==> config.mk <==
export PLATFORM = sky130hd
export DESIGN_NAME = mabs_ctrl
export DESIGN_NICKNAME = d
export VERILOG_FILES = /design/src/hw/monitor_converter_pkg.sv /design/src/hw/monitor_converter_tick_div.sv /design/src/hw/monitor_converter_ctrl.sv
export VERILOG_INCLUDE_DIRS = /design/src /design/src/hw
export SDC_FILE = /design/constraint.sdc
export NUM_CORES = 1
export LEC_CHECK = 0
export BUFFER_PORTS_ARGS = -buffer_cell sky130_fd_sc_hd__buf_4
export CELL_PAD_IN_SITES_DETAIL_PLACEMENT = 1
export CELL_PAD_IN_SITES_GLOBAL_PLACEMENT = 1
export CORE_UTILIZATION = 38
export DETAILED_ROUTE_END_ITERATION = 10
export GPL_TIMING_DRIVEN = 0
export PLACE_DENSITY = 0.73
export SKIP_CTS_REPAIR_TIMING = 1
export SLEW_MARGIN = 40
export SYNTH_ARGS = -nofsm -noshare
export SYNTH_HDL_FRONTEND = slang
export SYNTH_SLANG_ARGS = --single-unit
==> constraint.sdc <==
create_clock -name mclk_in -period 5.6 [get_ports mclk_in]
set_input_delay 0.56 -clock mclk_in [delete_from_list [all_inputs] [get_ports mclk_in]]
set_output_delay 0.56 -clock mclk_in [all_outputs]
set_load 0.1 [all_outputs]
==> src/hw/monitor_converter_consts.svh <==
// Constants for the monitor converter control block
`ifndef MABS_CONSTS_SVH
`define MABS_CONSTS_SVH
`define MABS_MCLK_HZ        40000000
`define MABS_CONV_CLK_HZ    200000
`define MABS_DIV_COUNT      (`MABS_MCLK_HZ / `MABS_CONV_CLK_HZ)
`define MABS_RES_BITS       10
`define MABS_CONV_PERIODS   13
`define MABS_WAKE_PERIODS   2
`define MABS_CH_BUTTON      1'h0
`define MABS_CH_VSENSE      1'h1
`define MABS_RESULT_RESET   10'h000
`endif

==> src/hw/monitor_converter_pkg.sv <==
// Types for the monitor converter control block
package mabs_pkg;
  typedef enum logic [2:0] {
    MABS_ST_OFF   = 3'h0,
    MABS_ST_WAKE  = 3'h1,
    MABS_ST_SAMP  = 3'h2,
    MABS_ST_BITS  = 3'h3,
    MABS_ST_DONE  = 3'h4
  } mabs_state_t;
endpackage : mabs_pkg

==> src/hw/monitor_converter_tick_div.sv <==
// Divider making the converter clock enable from the system clock
`timescale 1ns/10ps
`include "monitor_converter_consts.svh"
module mabs_tick_div #(
  parameter int DIV = `MABS_DIV_COUNT
) (
  // Clock and reset
  input  wire logic mclk_in,
  input  wire logic reset_n_in,
  // Enable
  input  wire logic run_in,
  output logic      tick_out
);
  logic [15:0] cnt_reg;
  logic [15:0] cnt_next;
  logic        tick_next;

  always_comb begin
    cnt_next  = cnt_reg;
    tick_next = 1'b0;
    if (!run_in) begin
      cnt_next = 16'h0000;
    end else if (cnt_reg == 16'(DIV - 1)) begin
      cnt_next  = 16'h0000;
      tick_next = 1'b1;
    end else begin
      cnt_next = cnt_reg + 16'h0001;
    end
  end

  always_ff @(posedge mclk_in or negedge reset_n_in) begin
    if (!reset_n_in) begin
      cnt_reg  <= 16'h0000;
      tick_out <= 1'b0;
    end else begin
      cnt_reg  <= cnt_next;
      tick_out <= tick_next;
    end
  end
endmodule : mabs_tick_div

==> src/hw/monitor_converter_ctrl.sv <==
// Monitor converter control: mode sequencing, SAR register and result hold
`timescale 1ns/10ps
`include "monitor_converter_consts.svh"
module mabs_ctrl #(
  parameter int RES_BITS = `MABS_RES_BITS,
  parameter int CONV_PER = `MABS_CONV_PERIODS
) (
  // Clock and reset
  input  wire logic                mclk_in,
  input  wire logic                reset_n_in,
  // Control
  input  wire logic                enable_in,
  input  wire logic                continuous_in,
  input  wire logic                vsense_sel_in,
  input  wire logic                start_in,
  // Analog side
  input  wire logic                button_cmp_in,
  input  wire logic                sar_cmp_in,
  output logic                     pwr_en_out,
  output logic                     conv_clk_en_out,
  output logic                     chan_sel_out,
  output logic [RES_BITS-1:0]      dac_code_out,
  // Results
  output logic [RES_BITS-1:0]      result_out,
  output logic                     result_chan_out,
  output logic                     done_out,
  output logic                     busy_out
);
  // Synchronisers for the two comparator pins
  logic                  btn_s1_reg;
  logic                  btn_s2_reg;
  logic                  btn_s3_reg;
  logic                  sar_s1_reg;
  logic                  sar_s2_reg;
  logic                  press;
  // Converter clock enable
  logic                  tick;
  // Sequencer state
  mabs_pkg::mabs_state_t state_reg;
  mabs_pkg::mabs_state_t state_next;
  logic [3:0]            per_reg;
  logic [3:0]            per_next;
  logic [RES_BITS-1:0]   sar_reg;
  logic [RES_BITS-1:0]   sar_next;
  logic [RES_BITS-1:0]   result_next;
  logic                  chan_next;
  logic                  rchan_next;
  logic                  done_next;
  logic                  pend_reg;
  logic                  pend_next;
  // Checking helper: cycles since the last converter tick
  logic [15:0]           gap_reg;
  logic [15:0]           gap_next;
  logic                  gap_ok_reg;
  logic                  gap_ok_next;

  // Pins from the analog domain pass two flip-flops
  always_ff @(posedge mclk_in or negedge reset_n_in) begin
    if (!reset_n_in) begin
      btn_s1_reg <= 1'b0;
      btn_s2_reg <= 1'b0;
      btn_s3_reg <= 1'b0;
      sar_s1_reg <= 1'b0;
      sar_s2_reg <= 1'b0;
    end else begin
      btn_s1_reg <= button_cmp_in;
      btn_s2_reg <= btn_s1_reg;
      btn_s3_reg <= btn_s2_reg;
      sar_s1_reg <= sar_cmp_in;
      sar_s2_reg <= sar_s1_reg;
    end
  end

  // Rising edge of the synchronised press comparator
  assign press = btn_s2_reg & ~btn_s3_reg;

  // 200 kHz converter clock enable from the 40 MHz clock
  mabs_tick_div #(.DIV(`MABS_DIV_COUNT)) u_div (
    .mclk_in   (mclk_in),
    .reset_n_in(reset_n_in),
    .run_in    (pwr_en_out),
    .tick_out  (tick)
  );

  function automatic logic [3:0] bit_idx(input logic [3:0] per);
    bit_idx = 4'(RES_BITS) - per;
  endfunction : bit_idx

  always_comb begin
    state_next  = state_reg;
    per_next    = per_reg;
    sar_next    = sar_reg;
    result_next = result_out;
    chan_next   = chan_sel_out;
    rchan_next  = result_chan_out;
    done_next   = 1'b0;
    // A press while busy is remembered until served; a press in the cycle of a clear is served by that conversion
    pend_next   = pend_reg | press;
    unique case (state_reg)
      mabs_pkg::MABS_ST_OFF: begin
        if (enable_in && (continuous_in || start_in || pend_next)) begin
          chan_next  = (pend_next && !start_in) ? `MABS_CH_BUTTON : vsense_sel_in;
          // A press that loses to start_in stays pending for the next conversion
          pend_next  = pend_next & start_in;
          per_next   = 4'h0;
          state_next = mabs_pkg::MABS_ST_WAKE;
        end
      end
      mabs_pkg::MABS_ST_WAKE: begin
        if (tick) begin
          per_next = per_reg + 4'h1;
          if (per_reg == 4'(`MABS_WAKE_PERIODS - 1)) begin
            per_next   = 4'h0;
            state_next = mabs_pkg::MABS_ST_SAMP;
          end
        end
      end
      mabs_pkg::MABS_ST_SAMP: begin
        if (tick) begin
          sar_next   = {1'b1, {(RES_BITS-1){1'b0}}};
          per_next   = 4'h1;
          state_next = mabs_pkg::MABS_ST_BITS;
        end
      end
      mabs_pkg::MABS_ST_BITS: begin
        if (tick) begin
          if (per_reg <= 4'(RES_BITS)) begin
            // Keep or drop the trial bit, then try the next lower one
            if (!sar_s2_reg) sar_next[bit_idx(per_reg)] = 1'b0;
            if (per_reg < 4'(RES_BITS)) sar_next[bit_idx(per_reg) - 4'h1] = 1'b1;
          end
          per_next = per_reg + 4'h1;
          if (per_reg == 4'(CONV_PER - 2)) begin
            state_next = mabs_pkg::MABS_ST_DONE;
          end
        end
      end
      mabs_pkg::MABS_ST_DONE: begin
        if (tick) begin
          result_next = sar_reg;
          rchan_next  = chan_sel_out;
          done_next   = 1'b1;
          per_next    = 4'h0;
          if (enable_in && continuous_in) begin
            chan_next  = pend_next ? `MABS_CH_BUTTON : vsense_sel_in;
            pend_next  = 1'b0;
            state_next = mabs_pkg::MABS_ST_SAMP;
          end else begin
            state_next = mabs_pkg::MABS_ST_OFF;
          end
        end
      end
      default: state_next = mabs_pkg::MABS_ST_OFF;
    endcase
  end

  // Tick gap counter, only trusted while the converter stays powered
  always_comb begin
    gap_next    = tick ? 16'h0000 : gap_reg + 16'h0001;
    gap_ok_next = pwr_en_out & (gap_ok_reg | tick);
  end

  always_ff @(posedge mclk_in or negedge reset_n_in) begin
    if (!reset_n_in) begin
      gap_reg    <= 16'h0000;
      gap_ok_reg <= 1'b0;
    end else begin
      gap_reg    <= gap_next;
      gap_ok_reg <= gap_ok_next;
    end
  end

  always_ff @(posedge mclk_in or negedge reset_n_in) begin
    if (!reset_n_in) begin
      state_reg       <= mabs_pkg::MABS_ST_OFF;
      per_reg         <= 4'h0;
      sar_reg         <= `MABS_RESULT_RESET;
      result_out      <= `MABS_RESULT_RESET;
      chan_sel_out    <= `MABS_CH_BUTTON;
      result_chan_out <= `MABS_CH_BUTTON;
      done_out        <= 1'b0;
      pend_reg        <= 1'b0;
      pwr_en_out      <= 1'b0;
      busy_out        <= 1'b0;
      conv_clk_en_out <= 1'b0;
      dac_code_out    <= `MABS_RESULT_RESET;
    end else begin
      state_reg       <= state_next;
      per_reg         <= per_next;
      sar_reg         <= sar_next;
      result_out      <= result_next;
      chan_sel_out    <= chan_next;
      result_chan_out <= rchan_next;
      done_out        <= done_next;
      pend_reg        <= pend_next;
      pwr_en_out      <= (state_next != mabs_pkg::MABS_ST_OFF);
      busy_out        <= (state_next != mabs_pkg::MABS_ST_OFF);
      conv_clk_en_out <= tick;
      dac_code_out    <= sar_next;
    end
  end

  AST_DONE_ONE_CYCLE: assert property (@(posedge mclk_in) disable iff (!reset_n_in)
    done_out |=> !done_out) else $error("done pulse longer than one cycle");
  AST_DONE_HOLDS_RESULT: assert property (@(posedge mclk_in) disable iff (!reset_n_in)
    done_out |-> result_out == $past(sar_reg)) else $error("result not taken from SAR");
  AST_POWER_OFF_AFTER: assert property (@(posedge mclk_in) disable iff (!reset_n_in)
    done_out && !$past(continuous_in) |-> !pwr_en_out) else $error("power not dropped");
  AST_TICK_SPACING: assert property (@(posedge mclk_in) disable iff (!reset_n_in)
    tick |=> !tick [*8]) else $error("converter clock too fast");
  AST_WAKE_ON_PRESS: assert property (@(posedge mclk_in) disable iff (!reset_n_in)
    state_reg == mabs_pkg::MABS_ST_OFF && enable_in && press && !start_in
      |=> chan_sel_out == `MABS_CH_BUTTON && busy_out) else $error("press did not wake");
  AST_CHAN_STABLE: assert property (@(posedge mclk_in) disable iff (!reset_n_in)
    state_reg == mabs_pkg::MABS_ST_BITS |=> $stable(chan_sel_out)) else $error("channel moved");
  AST_CONT_RESTART: assert property (@(posedge mclk_in) disable iff (!reset_n_in)
    state_reg == mabs_pkg::MABS_ST_DONE && tick && enable_in && continuous_in
      |=> state_reg == mabs_pkg::MABS_ST_SAMP) else $error("continuous did not restart");
  AST_BIT_COUNT: assert property (@(posedge mclk_in) disable iff (!reset_n_in)
    state_reg == mabs_pkg::MABS_ST_BITS |-> per_reg <= 4'(CONV_PER - 2))
    else $error("too many bit periods");
  AST_TICK_PERIOD: assert property (@(posedge mclk_in) disable iff (!reset_n_in)
    tick && gap_ok_reg |-> gap_reg == 16'(`MABS_DIV_COUNT - 1))
    else $error("converter clock period wrong");
  AST_FIRST_TRIAL: assert property (@(posedge mclk_in) disable iff (!reset_n_in)
    state_reg == mabs_pkg::MABS_ST_SAMP && tick
      |=> dac_code_out == {1'b1, {(RES_BITS-1){1'b0}}}) else $error("first trial not MSB");
  AST_POWER_TRACKS_STATE: assert property (@(posedge mclk_in) disable iff (!reset_n_in)
    pwr_en_out == (state_reg != mabs_pkg::MABS_ST_OFF)) else $error("power out of step");
  AST_OFF_WHEN_DISABLED: assert property (@(posedge mclk_in) disable iff (!reset_n_in)
    state_reg == mabs_pkg::MABS_ST_OFF && !enable_in |=> state_reg == mabs_pkg::MABS_ST_OFF)
    else $error("woke while disabled");
  // A press during a conversion must not be lost
  AST_PRESS_KEPT: assert property (@(posedge mclk_in) disable iff (!reset_n_in)
    press && (state_reg inside {mabs_pkg::MABS_ST_WAKE, mabs_pkg::MABS_ST_SAMP,
                                mabs_pkg::MABS_ST_BITS}) |=> pend_reg)
    else $error("press lost while busy");
endmodule : mabs_ctrl

==> flow_summary.toml <==
[cts]
clock-sinks = 55
cts_max_level = 2
numCtsBuffers = 5
clk_latency_ns = 0.30
max-clock-path-buffers = 2
cts.clk_slew.worst_paths_ns = 0.10
cts_tree = "done"
cts-root-buf = "clkbuf_8"

[sta]
hold_viol_final = 0
post-route-min-period_ns = 2.386
maxSlewViolCount = 0
grt_setup_unrepaired = "false"
hold_slack_ns = 0.3055
finalSetupTns_ns = 0
setup_slack_ns = 3.214
worst_pin_slew_ns = 0.7057
fin_crit_sh_pct = 42.61
setup_viol = 0
max_freq_ghz = 0.4191
relSlewSlack_pct = 52.95
skew_ns = 0.008593

[placed_design]
port_buffers = 33
gp_congestion = 0.7742
pre_cts_slack_ns = 3.230
hpwlAfterDp_um = 4354

[setup_path]
critPathCaptureType = "flop"
worstPathMaxFanout = 10
crit_required_ns = 5.84
critPathLaunchType = "flop"
critPathArrivalTime_ns = 2.63
path_class = "reg2reg"

[synth]
synthesis.nets = 270
synth.distinct_cells = 51
synth_area_mm2 = 0.002751
synthFlopType = "dfrtp_1"
synth-seq-cells = 55
ys_seq_area_share_pct = 50.02
synth_edf_count = 0
synthArstFlopShare_pct = 100.0
ys.warnings.count = 0
synth_area_per_cell_um2 = 10.83
synthCells = 254

[finish]
drive_gt1_share_pct = 25.42
largest_register_ffs = 16
nNetsFinal = 310
area_growth_pct = 16.83
diodes = 0

[global_route]
grt_pass1_wl_um = 10400
overflow = 0
grt_start_max_net_pins = 56
grt_pass1_vias = 2116
antenna_found_initial = 0
track_usage_pct = 17.53

[routing]
avgViaCountPerCell = 5.217
vias = 2040
routed_wl_um = 5945
wl_per_cell_um = 15.20
antenna_left = 0
drcViolationCount = 0
drtPass1Iterations = 4
dr.first_iter.drc_count = 115

[floorplan]
die_w_um = 87.09
rows = 30
die_y_um = 87.09
placeableCoreArea_mm2 = 0.006907
ioPinCount = 34
floorplan.initialDensity_pct = 39.84
die_area_mm2 = 0.007585

[power_and_ir_drop]
ir_worst_vdd_mv = 0.08200
powerDensity_mw_per_mm2 = 199.6
finalPower_uw = 641.6
p_leak_nw = 1.458

[run]
maxCapViolations = 0

[run_status]
status = "finished clean"

[worst_hold_path]
min_path_type = "in2async"
synth_stat cells, types with 2 or more instances:
| cell | count | area share (%) |
|---|---|---|
| nand3_1 | 8 | 1.5 |
| mux2_2 | 12 | 4.9 |
| clkbuf_1 | 3 | 0.41 |
| nand2_1 | 23 | 3.1 |
| nor4_1 | 2 | 0.45 |
| or3_1 | 4 | 0.91 |
| inv_1 | 4 | 0.55 |
| nand4_1 | 6 | 1.4 |
| inv_2 | 3 | 0.41 |
| a21oi_1 | 6 | 1.1 |
| a31o_2 | 3 | 0.96 |
| xor2_1 | 9 | 2.9 |
| nand2b_1 | 3 | 0.68 |
| mux2i_1 | 2 | 0.73 |
| a31o_1 | 4 | 1.3 |
| and3_1 | 3 | 0.68 |
| o31ai_1 | 2 | 0.55 |
| a41oi_1 | 3 | 0.96 |
| nor2b_1 | 4 | 0.91 |
| buf_2 | 3 | 0.55 |
| xnor2_1 | 8 | 2.5 |
| ha_1 | 8 | 3.6 |
| nor3_1 | 6 | 1.1 |
| xor2_4 | 2 | 2.0 |
| a31oi_1 | 6 | 1.4 |
| a32o_1 | 2 | 0.73 |
| buf_6 | 3 | 1.2 |
| nor2_1 | 26 | 3.5 |
| nor3b_1 | 3 | 0.82 |
| or2_2 | 2 | 0.45 |
| dfrtp_1 | 55 | 50 |
| o21ai_0 | 6 | 1.1 |
| o22ai_1 | 2 | 0.45 |
logic make-up (layout without fill, tap and decap cells):
kind of cell             after synthesis  in the layout  share of synthesized area (%)
XOR/XNOR                              19             19                          7.413
flip-flops                            55             55                          50.02
buffers and inverters                 18             59                          3.592
AND/OR/NAND/NOR                       98             98                          18.51
multiplexers                          14             14                          5.639
adder cells (fa/ha/maj)                8              8                          3.638
AO/OA/AOI/OAI                         42             42                          11.19
metrics by stage:
step / cell area (um2) / util [%] / std cells
6_report: 3214 / 46.54 / 391
5_1_grt: 3214 / 46.54 / 391
4_1_cts: 3214 / 46.54 / 391
3_5_place_dp: 3119 / 45.16 / 383
3_3_place_gp: 3119 / 45.16 / 383
2_1_floorplan: 2751 / - / 254
final timing paths:
check | end | slack [ns] | from | depth (start not counted)
setup / recovery | sar_reg[4] | 3.21 | per_reg[0] | 7
hold / removal | btn_s2_reg | 0.31 | reset_n_in | 1
setup reg to reg | sar_reg[4] | 3.21 | per_reg[0] | 7
hold reg to reg | btn_s2_reg | 0.36 | btn_s1_reg | 0
max in group asynchronous | result_out[8] | 4.83 | reset_n_in | 1
min in group mclk_in | btn_s2_reg | 0.36 | btn_s1_reg | 0
report_power, final:
group          leakage (nW)  total (mW)  internal [mW]  switching, mW
Sequential            0.701       0.399          0.399       0.000594
Combinational         0.709      0.0135        0.00400        0.00945
Clock                0.0484       0.229          0.102          0.127
cell type report:
| type | count | area, um2 |
|---|---|---|
| multi-input cells | 181 | 1276 |
| plain buffers | 11 | 72.57 |
| clock buffers | 7 | 86.33 |
| flip-flops and latches | 55 | 1376 |
| repair buffers | 33 | 247.7 |
| clock inverters | 1 | 8.758 |
| inverters | 7 | 26.28 |
| well taps | 96 | 120.1 |
| fillers | 791 | 3692 |
metal layers:
layer | GRT usage (%) | wire [um] | vias to the layer above | share of wire [%]
met5 | 0 | 0 | - | 0
met4 | 4.918 | 51 | 0 | 0.86
met3 | 2.938 | 136 | 4 | 2.3
met2 | 27.70 | 2791 | 29 | 47
met1 | 24.89 | 2966 | 1027 | 50
li1 | - | - | 980 | -
worst max-delay path: stages, from the launching register on:
cell and delay, ns:
dfrtp_1 0.51, ha_1 0.27, buf_6 0.15, xor2_4 0.18, nor3b_4 0.24, mux2i_1 0.39
mux2i_1 0.39, a31o_1 0.20
cell usage in the layout, fill, tap and decap left out, types with 4 or more instances in the layout:
master	count
a21oi_1	6
a31o_1	4
a31oi_1	6
buf_4	34
clkbuf_1	4
clkbuf_8	6
dfrtp_1	55
ha_1	8
inv_1	4
mux2_2	12
nand2_1	23
nand3_1	8
nand4_1	6
nor2_1	26
nor2b_1	4
nor3_1	6
o21ai_0	6
or3_1	4
xnor2_1	8
xor2_1	9
Note: power is estimated with default switching activity, not from simulation.
